==> src/spio_pkg.sv <==
// Purpose: Shared constants, types and address decode for the parallel I/O ports
// Assumes: Seven 16-bit banks; register indices are word indices on the bus
// Notes: Byte address of a register is four times its index

package spio_pkg;

    // Bank geometry
    localparam int NBANK = 7;                    // Banks A through G
    localparam int BW = 16;                      // Pins per bank
    localparam int AW = 12;                      // Byte address width on the bus
    localparam int IW = 10;                      // Register index width

    // Register indices, bank G in the top slot, bank A in the bottom slot
    localparam logic [NBANK-1:0][IW-1:0] DIR_IDX = {10'h2e4, 10'h2ee, 10'h2d8, 10'h2d2, 10'h2cc, 10'h2c6, 10'h2c0};
    localparam logic [NBANK-1:0][IW-1:0] PIN_IDX = {10'h2e6, 10'h2e0, 10'h2da, 10'h2d4, 10'h2ce, 10'h2c8, 10'h2c2};
    localparam logic [NBANK-1:0][IW-1:0] LAT_IDX = {10'h2e8, 10'h2e2, 10'h2dc, 10'h2d6, 10'h200, 10'h2cb, 10'h2c4};
    localparam logic [IW-1:0] ANA_IDX = 10'h2a8;  // Analog pin configuration

    // Implemented pins per bank; also the direction value after reset (all inputs)
    localparam logic [NBANK-1:0][BW-1:0] IMPL_MASK = {16'h03cf, 16'h01ff, 16'h03ff, 16'hffff,
                                                      16'he00a, 16'hffff, 16'hc600};
    localparam logic [BW-1:0] LAT_RST = 16'h0000;  // Output latch after reset
    localparam logic [BW-1:0] ANA_RST = 16'h0000;  // All pins digital after reset
    localparam logic [2:0] ANA_BANK = 3'h1;        // Bank whose pins feed the converter

    // Bus answers
    localparam logic [1:0] RESP_OKAY = 2'h0;
    localparam logic [1:0] RESP_SLVERR = 2'h2;

    // Kind of register hit by an address
    typedef enum logic [2:0] {KIND_NONE, KIND_DIR, KIND_PIN, KIND_LAT, KIND_ANA} spio_kind_t;

    // Decoded register selection
    typedef struct packed {
        spio_kind_t kind;
        logic [2:0] bank;
    } spio_sel_t;

    // Signals one on-chip peripheral offers to the pads of a bank
    typedef struct packed {
        logic [BW-1:0] en;     // Peripheral enabled
        logic [BW-1:0] drive;  // Peripheral actively driving the pin
        logic [BW-1:0] data;   // Peripheral output level
    } spio_periph_t;

    // Map a register index onto kind and bank
    function automatic spio_sel_t spio_decode(input logic [IW-1:0] idx);
        spio_sel_t sel;
        sel.kind = KIND_NONE;
        sel.bank = 3'h0;
        if (idx == ANA_IDX) begin
            sel.kind = KIND_ANA;
            sel.bank = ANA_BANK;
        end
        for (int b = 0; b < NBANK; b++) begin
            if (idx == DIR_IDX[b]) begin
                sel.kind = KIND_DIR;
                sel.bank = 3'(b);
            end
            if (idx == PIN_IDX[b]) begin
                sel.kind = KIND_PIN;
                sel.bank = 3'(b);
            end
            if (idx == LAT_IDX[b]) begin
                sel.kind = KIND_LAT;
                sel.bank = 3'(b);
            end
        end
        return sel;
    endfunction

endpackage

==> src/spio_ports.sv <==
// Purpose: Parallel I/O ports with peripheral sharing, reached over AXI4-Lite
// Assumes: Pads and peripherals are synchronous to clk_i; one write and one read in flight
// Notes: Pad outputs are registered, so a change reaches the pads one cycle after its cause
//
// Function
// - Driving peripheral disables port driver; pin readable
// - Enabled idle peripheral lets port drive pin
// - Direction one means input; zero drives latch
// - Reset makes every implemented pin an input
// - Latch register reads and writes the latch
// - Pin register reads pins, writes the latch
// - Unimplemented bits disabled and read as zero
// - Input-only shared pin acts as dedicated
// - Two muxes give peripheral pad ownership first
// - Analog-configured pins read zero in pin register
// - Digital inputs never routed to the converter
//
// Implementation choice: register access over AXI4-Lite.

`timescale 1ns/100ps

module spio_ports
    import spio_pkg::*;
(
    input wire logic clk_i,                                // 40 MHz system clock
    input wire logic rstn_i,                               // Synchronous reset, active low
    // AXI4-Lite write address channel
    input wire logic [AW-1:0] s_axi_awaddr_i,
    input wire logic s_axi_awvalid_i,
    output logic s_axi_awready_o,
    // AXI4-Lite write data channel
    input wire logic [31:0] s_axi_wdata_i,
    input wire logic [3:0] s_axi_wstrb_i,
    input wire logic s_axi_wvalid_i,
    output logic s_axi_wready_o,
    // AXI4-Lite write response channel
    output logic [1:0] s_axi_bresp_o,
    output logic s_axi_bvalid_o,
    input wire logic s_axi_bready_i,
    // AXI4-Lite read address channel
    input wire logic [AW-1:0] s_axi_araddr_i,
    input wire logic s_axi_arvalid_i,
    output logic s_axi_arready_o,
    // AXI4-Lite read data channel
    output logic [31:0] s_axi_rdata_o,
    output logic [1:0] s_axi_rresp_o,
    output logic s_axi_rvalid_o,
    input wire logic s_axi_rready_i,
    // Pads and peripherals
    input wire logic [NBANK-1:0][BW-1:0] pad_in_i,        // Pad input levels
    input wire spio_periph_t [NBANK-1:0] periph_i,        // Peripheral claims per bank
    output logic [NBANK-1:0][BW-1:0] pad_out_o,           // Pad output data
    output logic [NBANK-1:0][BW-1:0] pad_oe_o,            // Pad output enable, high drives
    output logic [BW-1:0] analog_route_o                  // Pins of the analog bank fed to the converter
);

    // Port state
    logic [NBANK-1:0][BW-1:0] direction_register;         // One bit per pin, one is input
    logic [NBANK-1:0][BW-1:0] output_latch_register;      // Output latch per bank
    logic [BW-1:0] analog_pin_config;                     // One marks an analog input pin

    // Pad input synchronizer
    logic [NBANK-1:0][BW-1:0] pin_meta;                   // First stage, read only by pin_sync
    logic [NBANK-1:0][BW-1:0] pin_sync;                   // Second stage, safe to read

    // Write path holding registers
    logic aw_held;                                        // Write address captured
    logic w_held;                                         // Write data captured
    logic [AW-1:0] aw_addr;                               // Captured write address
    logic [BW-1:0] w_data;                                // Captured low half of write data
    logic [1:0] w_strb;                                   // Captured low byte strobes

    // Decode and selection wires
    spio_sel_t wr_sel;                                    // Register hit by the pending write
    spio_sel_t rd_sel;                                    // Register hit by the offered read
    logic wr_go;                                          // Pending write commits this cycle
    logic ar_take;                                        // Read address taken this cycle
    logic [BW-1:0] byte_mask;                             // Lanes selected by the strobes
    logic [NBANK-1:0] dir_we;                             // Direction write per bank
    logic [NBANK-1:0] lat_we;                             // Latch write per bank
    logic ana_we;                                         // Analog configuration write
    logic [NBANK-1:0][BW-1:0] dir_next;                   // Merged direction write value
    logic [NBANK-1:0][BW-1:0] lat_next;                   // Merged latch write value
    logic [NBANK-1:0][BW-1:0] pin_view;                   // Pin levels as software sees them
    logic [NBANK-1:0][BW-1:0] own;                        // Peripheral owns the pad
    logic [NBANK-1:0][BW-1:0] next_pad_out;               // Pad data before the output flop
    logic [NBANK-1:0][BW-1:0] next_pad_oe;                // Pad enable before the output flop
    logic [BW-1:0] ana_next;                              // Merged analog write value
    logic [BW-1:0] rd_val;                                // Selected read value

    // Address decode; the low two address bits are dropped, the strobes select the bytes
    assign wr_sel = spio_decode(aw_addr[AW-1:2]);
    assign rd_sel = spio_decode(s_axi_araddr_i[AW-1:2]);
    assign wr_go = aw_held && w_held && !s_axi_bvalid_o;
    assign ar_take = s_axi_arvalid_i && s_axi_arready_o;
    assign byte_mask = {{8{w_strb[1]}}, {8{w_strb[0]}}};
    assign ana_we = wr_go && (wr_sel.kind == KIND_ANA);
    assign ana_next = ((analog_pin_config & ~byte_mask) | (w_data & byte_mask)) & IMPL_MASK[ANA_BANK];

    // Per bank logic: write enables, merged values, pad muxes and the readable pin view
    for (genvar b = 0; b < NBANK; b++) begin : g_bank
        assign dir_we[b] = wr_go && (wr_sel.kind == KIND_DIR) && (wr_sel.bank == 3'(b));
        // A write to either the latch or the pin register lands in the latch
        assign lat_we[b] = wr_go && (wr_sel.kind == KIND_LAT || wr_sel.kind == KIND_PIN)
                           && (wr_sel.bank == 3'(b));
        // Unimplemented bits are forced to zero on every write
        assign dir_next[b] = ((direction_register[b] & ~byte_mask) | (w_data & byte_mask)) & IMPL_MASK[b];
        assign lat_next[b] = ((output_latch_register[b] & ~byte_mask) | (w_data & byte_mask)) & IMPL_MASK[b];
        // Ownership: an enabled peripheral that is driving wins; an idle one leaves the pin
        // to the port, which also covers input-only functions
        assign own[b] = periph_i[b].en & periph_i[b].drive;
        // Data and enable muxes, peripheral first
        assign next_pad_out[b] = ((own[b] & periph_i[b].data) | (~own[b] & output_latch_register[b]))
                                 & IMPL_MASK[b];
        // Port drives only where direction is zero
        assign next_pad_oe[b] = (own[b] | ~direction_register[b]) & IMPL_MASK[b];
        // Pins still read while a peripheral drives; analog pins read low
        if (b == int'(ANA_BANK)) begin : g_ana
            assign pin_view[b] = pin_sync[b] & IMPL_MASK[b] & ~analog_pin_config;
        end else begin : g_dig
            assign pin_view[b] = pin_sync[b] & IMPL_MASK[b];
        end
    end

    // Read mux; an unmapped index reads zero
    assign rd_val = (rd_sel.kind == KIND_DIR) ? direction_register[rd_sel.bank] :
                    (rd_sel.kind == KIND_PIN) ? pin_view[rd_sel.bank] :
                    (rd_sel.kind == KIND_LAT) ? output_latch_register[rd_sel.bank] :
                    (rd_sel.kind == KIND_ANA) ? analog_pin_config : 16'h0000;

    // Direction registers; reset makes every implemented pin an input
    always_ff @(posedge clk_i) begin
        for (int b = 0; b < NBANK; b++) begin
            if (!rstn_i) begin
                direction_register[b] <= IMPL_MASK[b];
            end else if (dir_we[b]) begin
                direction_register[b] <= dir_next[b];
            end
        end
    end

    // Output latches
    always_ff @(posedge clk_i) begin
        for (int b = 0; b < NBANK; b++) begin
            if (!rstn_i) begin
                output_latch_register[b] <= LAT_RST;
            end else if (lat_we[b]) begin
                output_latch_register[b] <= lat_next[b];
            end
        end
    end

    // Analog configuration and converter routing; a digital pin is never routed
    always_ff @(posedge clk_i) begin
        if (!rstn_i) begin
            analog_pin_config <= ANA_RST;
            analog_route_o <= ANA_RST;
        end else begin
            if (ana_we) begin
                analog_pin_config <= ana_next;
            end
            // Routed from the stored setting, so an output pin still converts its driven level
            analog_route_o <= analog_pin_config;
        end
    end

    // Two-stage pad synchronizer; a pad change reaches software two cycles later
    always_ff @(posedge clk_i) begin
        if (!rstn_i) begin
            pin_meta <= '0;
            pin_sync <= '0;
        end else begin
            pin_meta <= pad_in_i;
            pin_sync <= pin_meta;
        end
    end

    // Registered pad drivers keep glitches from the muxes off the pins
    always_ff @(posedge clk_i) begin
        if (!rstn_i) begin
            pad_out_o <= '0;
            pad_oe_o <= '0;
        end else begin
            pad_out_o <= next_pad_out;
            pad_oe_o <= next_pad_oe;
        end
    end

    // Write address channel: take once, hold until the response is accepted
    always_ff @(posedge clk_i) begin
        if (!rstn_i) begin
            s_axi_awready_o <= 1'b0;
            aw_held <= 1'b0;
            aw_addr <= '0;
        end else if (s_axi_awvalid_i && s_axi_awready_o) begin
            s_axi_awready_o <= 1'b0;
            aw_held <= 1'b1;
            aw_addr <= s_axi_awaddr_i;
        end else if (wr_go) begin
            aw_held <= 1'b0;
        end else if (!aw_held && !s_axi_bvalid_o) begin
            s_axi_awready_o <= 1'b1;
        end
    end

    // Write data channel: only the low half carries register bits
    always_ff @(posedge clk_i) begin
        if (!rstn_i) begin
            s_axi_wready_o <= 1'b0;
            w_held <= 1'b0;
            w_data <= '0;
            w_strb <= '0;
        end else if (s_axi_wvalid_i && s_axi_wready_o) begin
            s_axi_wready_o <= 1'b0;
            w_held <= 1'b1;
            w_data <= s_axi_wdata_i[BW-1:0];
            w_strb <= s_axi_wstrb_i[1:0];
        end else if (wr_go) begin
            w_held <= 1'b0;
        end else if (!w_held && !s_axi_bvalid_o) begin
            s_axi_wready_o <= 1'b1;
        end
    end

    // Write response: an unmapped address answers with a slave error
    always_ff @(posedge clk_i) begin
        if (!rstn_i) begin
            s_axi_bvalid_o <= 1'b0;
            s_axi_bresp_o <= RESP_OKAY;
        end else if (wr_go) begin
            s_axi_bvalid_o <= 1'b1;
            s_axi_bresp_o <= (wr_sel.kind == KIND_NONE) ? RESP_SLVERR : RESP_OKAY;
        end else if (s_axi_bready_i) begin
            s_axi_bvalid_o <= 1'b0;
        end
    end

    // Read channel: data is captured at the address edge and held until taken
    always_ff @(posedge clk_i) begin
        if (!rstn_i) begin
            s_axi_arready_o <= 1'b0;
            s_axi_rvalid_o <= 1'b0;
            s_axi_rdata_o <= '0;
            s_axi_rresp_o <= RESP_OKAY;
        end else if (ar_take) begin
            s_axi_arready_o <= 1'b0;
            s_axi_rvalid_o <= 1'b1;
            s_axi_rdata_o <= {16'h0000, rd_val};
            s_axi_rresp_o <= (rd_sel.kind == KIND_NONE) ? RESP_SLVERR : RESP_OKAY;
        end else if (s_axi_rvalid_o && s_axi_rready_i) begin
            s_axi_rvalid_o <= 1'b0;
        end else if (!s_axi_rvalid_o) begin
            s_axi_arready_o <= 1'b1;
        end
    end

    // Helper: read of the analog bank's pin register taken this cycle
    logic ana_pin_read;
    assign ana_pin_read = ar_take && (rd_sel.kind == KIND_PIN) && (rd_sel.bank == ANA_BANK);

    for (genvar b = 0; b < NBANK; b++) begin : g_chk

    end
endmodule

==> config.mk <==
export PLATFORM = sky130hd
export DESIGN_NAME = spio_ports
export DESIGN_NICKNAME = d
export VERILOG_FILES = /design/src/spio_pkg.sv /design/src/spio_ports.sv
export SDC_FILE = /design/constraint.sdc
export NUM_CORES = 1
export LEC_CHECK = 0
export BUFFER_PORTS_ARGS = -buffer_cell sky130_fd_sc_hd__clkbuf_2
export CORE_AREA = 10 10 300 302
export CTS_BUF_LIST = sky130_fd_sc_hd__clkbuf_8
export CTS_CLUSTER_SIZE = 24
export DETAILED_ROUTE_END_ITERATION = 8
export DIE_AREA = 0 0 310 312
export PLACE_DENSITY_LB_ADDON = 0.05
export SLEW_MARGIN = 10
export SYNTH_ARGS = -nofsm -noshare
export SYNTH_HDL_FRONTEND = slang
export SYNTH_SLANG_ARGS = --single-unit
==> constraint.sdc <==
create_clock -name clk_i -period 5.9 [get_ports clk_i]
set_input_delay 0.59 -clock clk_i [delete_from_list [all_inputs] [get_ports clk_i]]
set_output_delay 0.59 -clock clk_i [all_outputs]
set_load 0.01 [all_outputs]
* Word-level counts from Yosys, hierarchy flattened
Index checks and enable logic that the tools add are counted.
** Cells by class
- Magnitude comparators :: 1
- Equal/unequal tests :: 58
- Mux-type cells :: 63
- Bitwise gates (word level) :: 87
- Reduce and logical (&&, ||, !) cells :: 42
** Operators by type and width (count)
- == test 10 bit, second input constant :: 44
- AND 16 bit :: 23
- bitwise OR 16 bit :: 17
- 2-to-1 mux 6 bit :: 44
- inverter 16 bit :: 10
- binary-select mux 16 bit (select 3 bit) :: 3
- 2-to-1 mux 16 bit :: 7
- AND 10 bit :: 10
- bitwise OR 10 bit :: 8
- AND 9 bit :: 5
- inverter 10 bit :: 4
- bitwise OR 9 bit :: 4
- logical AND 1 bit :: 25
- == test 3 x 2 -> 1 bit, second input constant :: 6
- inverter 9 bit :: 2
- == test 3 bit, second input constant :: 5
- == test 3 x 1 -> 1 bit, second input constant :: 3
- zero test 3 bit :: 3
- nonzero test 2 bit :: 4
- 2-to-1 mux 1 bit :: 7
- AND reduction 2 bit :: 3
- OR reduction 2 bit :: 3
- less-than comparator 3 x 4 -> 1 bit, second input constant :: 1
- 2-to-1 mux 2 bit :: 2
- other kinds (3) :: 8
** Storage, ports and cells
- Flip-flop bits (word level) :: 635
- Word-level logic and storage cells :: 318

* Depth between registers and ports, before layout
Gate-level depths: netlist (run 1).
- Depth in word-level cells :: 28
- Depth in mapped cells :: 12
- Gate-level depth less buffers :: 8

* Worst setup path before layout (run 1)
OpenSTA, ideal clock, no wires.
- Path kind :: in2reg
- Start point :: in s_axi_araddr_i[10]
- End point :: reg s_axi_rdata_o[7]
- Setup time :: 0.132 ns
- Data arrival time :: 2.731 ns
- Setup slack :: 3.037 ns
- Cell stages on the path :: 11
- Buffers on the path :: 3
- Cell sequence :: or3b_1 buf_6 or4_4 o211a_1 buf_6 nand2_8 buf_12 mux2i_1 o21ai_0 a221oi_1 o22ai_1
** On the way
- Cells in the longest elaborated chain, start to end :: 28
- Elaborated cells between the ends (all ways) :: 58
** Ends and longest elaborated chain
- from (decl) :: RTL line spio_ports.sv:41 : input wire logic [AW-1:0] s_axi_araddr_i,
- == test 10 bit :: RTL line spio_pkg.sv:51 : if (idx == ANA_IDX) begin
- 2-to-1 mux 6 bit :: RTL line spio_pkg.sv:51
- 2-to-1 mux 6 bit :: RTL line spio_pkg.sv:56 : if (idx == DIR_IDX[b]) begin
- 2-to-1 mux 6 bit :: RTL line spio_pkg.sv:60 : if (idx == PIN_IDX[b]) begin
- 2-to-1 mux 6 bit :: RTL line spio_pkg.sv:64 : if (idx == LAT_IDX[b]) begin
- 2-to-1 mux 6 bit :: RTL line spio_pkg.sv:56
- 2-to-1 mux 6 bit :: RTL line spio_pkg.sv:60
- 2-to-1 mux 6 bit :: RTL line spio_pkg.sv:64
- [12 not listed]
- 2-to-1 mux 6 bit :: RTL line spio_pkg.sv:56
- 2-to-1 mux 6 bit :: RTL line spio_pkg.sv:60
- 2-to-1 mux 6 bit (*) :: RTL line spio_pkg.sv:64
- binary-select mux 16 bit (select 3 bit) / == test 3 bit (equally long branches) :: RTL line spio_ports.sv:128, spio_ports.sv:129
- 2-to-1 mux 16 bit (on tied branches) :: RTL line spio_ports.sv:128, spio_ports.sv:129
- 2-to-1 mux 16 bit :: RTL line spio_ports.sv:128 : (rd_sel.kind == KIND_LAT) ? output_latch_register[rd_sel.bank] :
- 2-to-1 mux 16 bit :: RTL line spio_ports.sv:127 : (rd_sel.kind == KIND_PIN) ? pin_view[rd_sel.bank] :
- 2-to-1 mux 16 bit (*) :: RTL line spio_ports.sv:126 : assign rd_val = (rd_sel.kind == KIND_DIR) ? direction_register[rd_sel.bank] :
- to (signal assigned) :: RTL line spio_ports.sv:248 : s_axi_rdata_o <= {16'h0000, rd_val};
- to (decl) :: RTL line spio_ports.sv:45 : output logic [31:0] s_axi_rdata_o,
Mark *: on every way between the ends. The rest lies on a longest branch, timed or not. The select of a mux whose other input is x is not followed.
A chain may end at the register's enable or synchronous reset.

==> flow_metrics.env, run 1 <==
export IMPL_status="completed"
export IMPL_cts_sinks=493
export IMPL_grt_pass1_vias=17728
export IMPL_clk_insertion_delay_late_ns=0.70
export IMPL_synth_edf_count=0
export IMPL_finalClockSkew_ns=0.0272
export IMPL_grt_max_degree=244
export IMPL_firstDrtPassIters=5
export IMPL_synth_main_ff_cell="dfxtp_1"
export IMPL_wl_met1_um=40700
export IMPL_final_util_pct=30.0
export IMPL_min_from="pad_in_i[96]"
export IMPL_finalSetupTns_ns=0
export IMPL_synthesis_area_um2=20400
export IMPL_die_area_um2=96700
export IMPL_grt_setup_unrepaired="no"
export IMPL_highest_signal_layer="met5"
export IMPL_syn_area_per_cell_um2=9.37
export IMPL_setup_viol=0
export IMPL_ys_ff_latch=493
export IMPL_min_path_type="input pin to register"
export IMPL_initial_core_util_pct=24.2
export IMPL_synth_cell_type_count=94
export IMPL_max_cap_violations=0
export IMPL_portBuffers=491
export IMPL_fp_dieH_um=312
export IMPL_routed_wl_met2_um=41700
export IMPL_tritoncts="yes"
export IMPL_gr_usage_all_layers_pct=18.0
export IMPL_slew_viol_final=0
export IMPL_vias=17233
export IMPL_path_class="register to register"
export IMPL_critPathRequiredTime_ns=6.43
export IMPL_hold_path_endpoint="pin_meta[96]$_SDFF_PN0_"
export IMPL_dp_hpwl_um=69600
export IMPL_drive_gt1_share_pct=25.3
export IMPL_power_density_nw_per_um2=293
export IMPL_overflow=0
export IMPL_root_buffer="clkbuf_8"
export IMPL_path_clk_slew_ns=0.06
export IMPL_fmax_ghz=0.259
export IMPL_synthArstFlopShare_pct=0
export IMPL_fp_row_count=107
export IMPL_wl_per_cell_um=24.0
export IMPL_syn_to_final_growth_pct=23.7
export IMPL_min_period_ns=3.86
export IMPL_globalplace_congestion=0.829
export IMPL_syn_inst=2182
export IMPL_routed_wl_um=91100
export IMPL_critPathLaunchType="register"
export IMPL_crit_arrival_ns=4.39
export IMPL_yosysWarnings=0
export IMPL_viasPerCell=4.53
export IMPL_hold_path_depth=2
export IMPL_final_nets=3168
export IMPL_synth_top_area_share_pct=48.3
export IMPL_numCtsBuffers=92
export IMPL_grt_pass1_wl_um=128000
export IMPL_fp_coreArea_um2=84300
export IMPL_crit_path_end_kind="register"
export IMPL_antenna_found_initial=9
export IMPL_final_antenna_net_count=0
export IMPL_drt_iter0_drc=1112
export IMPL_yosysSeqAreaShare_pct=48.3
export IMPL_slew_headroom_pct=23.9
export IMPL_drc=0
export IMPL_num_fill_cells=9147
export IMPL_rrSetupSlack_ns=2.04
export IMPL_yosys_area_top_type="dfxtp_1"
export IMPL_cp_startpoint="aw_addr[6]$_SDFFE_PN0P_"
export IMPL_power_leakage_nw=11.1
export IMPL_r2r_cells=8
export IMPL_tightestPinTransition_ns=1.14
export IMPL_crit_fanout=14
export IMPL_ctsHoldBuffers=0
export IMPL_hold_viol=0
export IMPL_final_period_utilization_pct=65.5
export IMPL_rr_startpoint="aw_addr[6]$_SDFFE_PN0P_"
export IMPL_h_tree_depth=3
export IMPL_ctsResizeCount=0
export IMPL_die_w_um=310
export IMPL_clk_path_buf_depth=3
export IMPL_yosys_top_cells_area="dfxtp_1 (48%), mux2i_1 (8.2%), nand2_1 (7.7%)"
export IMPL_route_met3_wl_um=6640
export IMPL_postCtsSetupBuffers=0
export IMPL_ios=796
export IMPL_ir_drop_v=0.000123
[critical path, stage by stage (launching register included)]
cell and delay, ns:
dfxtp_1 0.62, or3b_1 0.44, nand4b_1 0.23, nor2b_1 0.67, nand2_1 0.09, o21ba_2 0.62, o2111ai_2 0.62, mux2i_1 0.32
nand2_1 0.08
[placed cells by master, fill, tap and decap left out, types with 39 or more instances in the layout]
cell type    n
nand3_1     92
a21oi_1     39
conb_1     106
clkbuf_2   490
nand2_1    422
dfxtp_1    493
and2_1     163
clkbuf_8   113
a21boi_0   176
mux2i_1    167
[Yosys cell counts (all sizes together), types with 11 or more instances]
cell and instances:
mux2i 167, nor2b 34, nor2 34, a221oi 19, o211ai 11, nand3 92, and2 165, nor3 14
nand4 11, a21oi 41, a211oi 11, nand2 423, o2111ai 12, o21ai 35, clkbuf 90, a21boi 177
buf 156, dfxtp 493
[logic make-up (layout without fill, tap and decap cells)]
kind of cell	count (synthesis)	count (layout)	share of synthesized area (%)
other	1	110	0.0183
flip-flops	493	493	48.3
buffers and inverters	258	680	7.43
XOR/XNOR	3	3	0.129
multiplexers	173	173	8.51
AO/OA/AOI/OAI	408	408	15.4
AND/OR/NAND/NOR	846	846	20.3
[how the worst max path moves through the flow]
stage                                                to  slack, ns  cells after the start
final                                          register       2.04                      8
after global routing                           register       1.82                      8
after global placement    s_axi_rdata_o[0]$_SDFFE_PN0P_       1.62                     10
after floorplan           s_axi_rdata_o[7]$_SDFFE_PN0P_       3.04                     11
after CTS                                      register       2.07                      8
after detailed placement  s_axi_rdata_o[0]$_SDFFE_PN0P_       1.57                     10
[stage by stage]
step	area, um2	power (mW)	std cells	hold WS (ns)	worst slack (ns)
2_1_floorplan	20800	3.86	2287	0.412	3.04
3_3_place_gp	23400	4.08	3649	0.420	1.62
3_5_place_dp	23400	4.08	3649	0.418	1.57
4_1_cts	25300	7.57	3799	0.00951	2.07
5_1_grt	25300	7.77	3800	0.0421	1.82
6_report	25300	7.41	3803	0.0911	2.04
[where the power goes]
group          total, mW  switching (mW)  internal, mW
combinational      0.512           0.308         0.204
sequential          3.49          0.0674          3.42
clock               3.41            1.52          1.89
[metal layers]
metal / vias up / global-route usage, %
li1: 8271 / -
met1: 8268 / 23.3
met2: 576 / 29.2
met3: 110 / 4.77
met4: 8 / 5.02
met5: - / 0
[final cells by class]
cell class / count / area [um2] / share of cell area [%]
antenna: 4 / 10.0 / 0.0396
clock buffer: 113 / 1560 / 6.15
multi-input combinational: 1536 / 9470 / 37.4
clock inverter: 37 / 293 / 1.16
inverter: 11 / 41.3 / 0.163
timing repair buffer: 519 / 2690 / 10.6
sequential: 493 / 9870 / 39.0
tap: 1090 / 1360 / 5.39
Power figures use the tool's default switching activity.
==> run 2: changes to the inputs <==
clock period = 3.4 ns   (was 5.9 ns; I/O delays follow)
==> flow_metrics.env, run 2 (same netlist as run 1, synthesis figures left out) <==
export IMPL_status="completed"
export IMPL_multi_input_area_um2=9490
export IMPL_hold_viol=0
export IMPL_clk_insertion_delay_late_ns=0.72
export IMPL_slew_viol_final=0
export IMPL_viasPerCell=4.44
export IMPL_rrSetupSlack_ns=0.33
export IMPL_drive_gt1_share_pct=24.2
export IMPL_numCtsBuffers=95
export IMPL_fp_dieH_um=312
export IMPL_fp_coreArea_um2=84300
export IMPL_path_clk_slew_ns=0.05
export IMPL_initial_core_util_pct=24.2
export IMPL_p_int_mw=10.1
export IMPL_ir_drop_v=0.000224
export IMPL_grt_max_degree=105
export IMPL_cts_sinks=493
export IMPL_drc=0
export IMPL_power_density_nw_per_um2=453
export IMPL_die_area_um2=96700
export IMPL_mostFrequentLayoutCells="dfxtp_1 (493), clkbuf_2 (490), nand2_1 (422), dlygate4sd3_1 (395), a21boi_0 (176)"
export IMPL_hold_path_endpoint="pad_oe_o[48]$_SDFF_PN0_"
export IMPL_max_cap_violations=0
export IMPL_design_area_um2=30100
export IMPL_grt_setup_unrepaired="no"
export IMPL_crit_fanout=14
export IMPL_pwr_share_clk_pct=46.3
export IMPL_fmax_ghz=0.325
export IMPL_finalClockSkew_ns=0.0468
export IMPL_layout_commonest_cell="dfxtp_1"
export IMPL_firstDrtPassIters=5
export IMPL_min_period_ns=3.07
export IMPL_r2r_cells=8
export IMPL_fp_row_count=107
export IMPL_min_from="periph_i[160]"
export IMPL_num_fill_cells=8731
export IMPL_syn_to_final_growth_pct=47.1
export IMPL_grt_pass1_vias=20209
export IMPL_final_nets=3638
export IMPL_crit_path_end_kind="register"
export IMPL_finalPower_mw=13.6
export IMPL_antenna_found_initial=18
export IMPL_final_period_utilization_pct=90.4
export IMPL_swShare_pct=25.8
export IMPL_final_antenna_net_count=0
export IMPL_routed_wl_um=95000
export IMPL_hold_path_depth=3
export IMPL_placed_cell_area_um2=24000
export IMPL_vias=19109
export IMPL_h_tree_depth=3
export IMPL_ios=796
export IMPL_tritoncts="yes"
export IMPL_dp_hpwl_um=72000
export IMPL_rr_startpoint="aw_addr[5]$_SDFFE_PN0P_"
export IMPL_wl_per_cell_um=22.1
export IMPL_path_class="register to register"
export IMPL_portBuffers=491
export IMPL_instances_no_fill=4302
export IMPL_power_leakage_nw=13.3
export IMPL_gr_usage_all_layers_pct=19.0
export IMPL_crit_arrival_ns=3.70
export IMPL_min_path_type="input pin to register"
export IMPL_seq_power_share_pct=44.4
export IMPL_overflow=0
export IMPL_critPathRequiredTime_ns=4.02
export IMPL_holdWs_ns=0.0348
export IMPL_grt_pass1_wl_um=138000
export IMPL_finalSetupTns_ns=0
export IMPL_p_sw_mw=3.52
export IMPL_setup_viol=0
export IMPL_drt_iter0_drc=963
export IMPL_p_comb_share_pct=9.3
export IMPL_tightestPinTransition_ns=1.03
export IMPL_globalplace_congestion=0.873
export IMPL_slew_headroom_pct=31.5
export IMPL_critPathLaunchType="register"
export IMPL_clk_path_buf_depth=3
export IMPL_die_w_um=310
export IMPL_register_area_um2=9870
export IMPL_placed_cells=3721
export IMPL_root_buffer="clkbuf_8"
==> run 2: cell types whose count changed in the layout (fill, tap and decap cells not counted), moves of 4 or more <==
cell,before,now
buf_12,1,5
buf_4,27,95
clkbuf_8,113,121
clkinv_2,3,14
diode_2,4,11
dlygate4sd3_1,0,395
inv_1,33,40
==> run 2: what timing repair did <==
action	4_1_cts	5_1_grt
hold buffers	395	0
hold endpoints to repair	245	0
resized for setup	0	4
buffers inserted	0	0
endpoints found under the setup margin	0	48
==> run 2: area by class of cell <==
| type | instances | area share (%) |
|---|---|---|
| flip-flops and latches | 493 | 32.8 |
| multi-input cells | 1536 | 31.6 |
| repair buffers | 986 | 24.1 |
| clock buffers | 121 | 5.54 |
| well taps | 1090 | 4.53 |
| clock inverters | 54 | 1.26 |
| inverters | 11 | 0.137 |
| diodes | 11 | 0.0915 |
==> run 2: per-layer routing <==
metal  vias up  share of wire (%)  global-route usage, %
li1       9245                  -                      -
met1      9101                 44                   24.3
met2       619                 46                   31.4
met3       132                7.2                   5.19
met4        12                1.9                   4.40
met5         -              0.076                      0
==> run 2: worst max path at each step <==
stage                       startpoint                            end  slack (ns)  cells past startpoint
3_5_place_dp         s_axi_araddr_i[5]  s_axi_rdata_o[9]$_SDFFE_PN0P_       -0.03                     11
2_1_floorplan       s_axi_araddr_i[10]  s_axi_rdata_o[7]$_SDFFE_PN0P_        0.79                     11
6_report       aw_addr[5]$_SDFFE_PN0P_                       register        0.33                      8
3_3_place_gp         s_axi_araddr_i[2]  s_axi_rdata_o[1]$_SDFFE_PN0P_        0.03                     11
4_1_cts        aw_addr[9]$_SDFFE_PN0P_                       register        0.07                      7
5_1_grt        aw_addr[5]$_SDFFE_PN0P_                       register        0.09                      8
==> run 2: power by group through the flow <==
stage	combinational, mW	clock (mW)	sequential [mW]
after global placement	0.938	0	6.17
final	1.27	6.30	6.05
after detailed placement	0.939	0	6.17
after global routing	1.39	6.79	6.06
after floorplan	0.549	0	6.14
after CTS	1.27	6.54	6.05
==> run 2: worst max-delay path: stages (launching register included) <==
cell and delay (ns):
dfxtp_1 0.45, or4_1 0.61, a21oi_1 0.17, a221oi_1 0.10, a2bb2oi_1 0.18, o21ai_2 0.35, and2_1 0.41, and3_1 0.49
mux2i_1 0.22
==> run 2: metrics by stage <==
step / util (%) / setup slack, ns
after floorplan: - / 0.787
after global placement: 28.5 / 0.0276
after detailed placement: 28.5 / -0.0265
after CTS: 35.6 / 0.0704
after global routing: 35.6 / 0.0879
final: 35.7 / 0.325
==> run 3: changes to the inputs <==
PLACE_DENSITY = 0.56   (was not set)
PLACE_DENSITY_LB_ADDON = not set   (was 0.05)
==> flow_metrics.env, run 3 (same netlist as run 1, synthesis figures left out) <==
export IMPL_fmax_ghz=0.316
export IMPL_routed_wl_um=90000
export IMPL_rrSetupSlack_ns=0.24
export IMPL_num_fill_cells=8530
export IMPL_tightestPinTransition_ns=1.09
export IMPL_met2_usage_pct=28.1
export IMPL_finalClockSkew_ns=0.0727
export IMPL_viasPerCell=4.50
export IMPL_ios=796
export IMPL_grt_pass1_wl_um=131000
export IMPL_die_w_um=310
export IMPL_clk_path_buf_depth=3
export IMPL_drc=0
export IMPL_status="completed"
export IMPL_globalplace_congestion=0.867
export IMPL_cpMaxStageDelayCell="nor2_2"
export IMPL_finalPower_mw=13.7
export IMPL_antenna_found_initial=14
export IMPL_tritoncts="yes"
export IMPL_die_area_um2=96700
export IMPL_ir_drop_v=0.000283
export IMPL_final_nets=3635
export IMPL_mostFrequentLayoutCells="dfxtp_1 (493), clkbuf_2 (490), nand2_1 (422), dlygate4sd3_1 (403), a21boi_0 (176)"
export IMPL_min_period_ns=3.16
export IMPL_power_density_nw_per_um2=455
export IMPL_gr_usage_all_layers_pct=18.0
export IMPL_wl_per_cell_um=20.9
export IMPL_drt_iter0_drc=1435
export IMPL_ctsResizeCount=0
export IMPL_syn_to_final_growth_pct=47.3
export IMPL_use_met3_pct=7.16
export IMPL_critPathRequiredTime_ns=3.98
export IMPL_overflow=0
export IMPL_r2r_cells=8
export IMPL_grt_max_degree=122
export IMPL_crit_arrival_ns=3.74
export IMPL_postCtsSetupBuffers=0
export IMPL_layout_commonest_cell="dfxtp_1"
export IMPL_crit_chain="nand4b_1 -> or2_2 -> or4_1 -> nor2_2 -> o2111ai_2 -> buf_4 -> mux2i_1 -> nand2_1"
export IMPL_cts_sinks=493
export IMPL_numCtsBuffers=94
export IMPL_portBuffers=491
export IMPL_fp_coreArea_um2=84300
export IMPL_finalSetupTns_ns=0
export IMPL_use_met1_pct=22.6
export IMPL_dp_hpwl_um=65300
export IMPL_power_leakage_nw=13.2
export IMPL_min_path_type="input pin to register"
export IMPL_hold_viol=0
export IMPL_crit_cells=8
export IMPL_slew_viol_final=0
export IMPL_path_class="register to register"
export IMPL_slew_headroom_pct=26.8
export IMPL_path_buf_inv=1
export IMPL_h_tree_depth=3
export IMPL_crit_fanout=13
export IMPL_cp_startpoint="aw_addr[9]$_SDFFE_PN0P_"
export IMPL_drive_gt1_share_pct=24.0
export IMPL_grt_busiest_layer="met2"
export IMPL_firstDrtPassIters=6
export IMPL_grt_setup_unrepaired="no"
export IMPL_grt_pass1_vias=20042
export IMPL_crit_family="simple AND/OR/NAND/NOR gates"
export IMPL_slowest_delay_ns=0.70
export IMPL_rr_startpoint="aw_addr[9]$_SDFFE_PN0P_"
export IMPL_fp_row_count=107
export IMPL_path_clk_slew_ns=0.07
export IMPL_setup_viol=0
export IMPL_final_util_pct=35.7
export IMPL_clk_insertion_delay_late_ns=0.75
export IMPL_fp_dieH_um=312
export IMPL_root_buffer="clkbuf_8"
export IMPL_initial_core_util_pct=24.2
export IMPL_max_cap_violations=0
export IMPL_vias=19331
export IMPL_final_period_utilization_pct=93.0
export IMPL_crit_path_end_kind="register"
export IMPL_final_antenna_net_count=0
export IMPL_critPathLaunchType="register"
run 3: cell types whose count changed in the layout (fill, tap and decap cells not counted), moves of 2 or more:
cell / previous run / this run
dlygate4sd3_1: 395 / 403
buf_4: 95 / 85
inv_1: 40 / 36
clkbuf_8: 121 / 123
clkinvlp_4: 0 / 4
clkinv_2: 14 / 10
run 3: what timing repair did:
item | 4_1_cts | 5_1_grt
endpoints found under the setup margin | 0 | 0
endpoints found under the hold margin | 235 | 0
hold buffers | 403 | 0
run 3: how the worst min path moves through the flow:
stage,startpoint,end,slack [ns],cells past startpoint
floorplan,pin_meta[102]$_SDFF_PN0_,pin_sync[102]$_SDFF_PN0_,0.41,1
CTS,rstn_i,pin_meta[26]$_SDFF_PN0_,0.04,2
detailed placement,pin_meta[24]$_SDFF_PN0_,pin_sync[24]$_SDFF_PN0_,0.42,1
finish,rstn_i,pin_meta[26]$_SDFF_PN0_,0.09,2
global placement,pin_meta[104]$_SDFF_PN0_,pin_sync[104]$_SDFF_PN0_,0.42,1
global route,rstn_i,pin_sync[30]$_SDFF_PN0_,0.08,2
run 3: where the power goes:
group	switching, mW	total, mW	internal (mW)
clock network	2.77	6.42	3.65
registers	0.100	6.04	5.94
logic	0.616	1.25	0.635
run 3: area by class of cell:
cell class	instances	area, um2	area share (%)
Clock inverter	51	405	1.35
Inverter	11	41.3	0.137
Sequential cell	493	9870	32.8
Tap cell	1090	1360	4.53
Multi-Input combinational cell	1536	9480	31.5
Clock buffer	123	1690	5.62
Timing Repair Buffer	984	7240	24.0
Antenna cell	10	25.0	0.0831
run 3: layer usage:
| metal | vias up | routed length, um |
|---|---|---|
| met5 | - | 55 |
| met4 | 8 | 2450 |
| met3 | 182 | 9330 |
| met2 | 825 | 40200 |
| met1 | 9076 | 38000 |
| li1 | 9240 | - |
run 3: worst reg2reg max path, stage by stage, from the launching register on:
cell       delay [ns]
dfxtp_1          0.47
nand4b_1         0.25
or2_2            0.39
or4_1            0.54
nor2_2           0.70
o2111ai_2        0.16
buf_4            0.25
mux2i_1          0.18
nand2_1          0.08
run 3: per-stage QoR:
stage                     setup WS, ns  cells  hold WS [ns]  area [um2]
after global placement           0.177   3711         0.417       24000
after global routing            0.0437   4293        0.0787       30100
after CTS                        0.267   4288        0.0391       30100
after floorplan                  0.787   2287         0.412       20800
after detailed placement         0.131   3711         0.417       24000
final                            0.238   4298        0.0927       30100
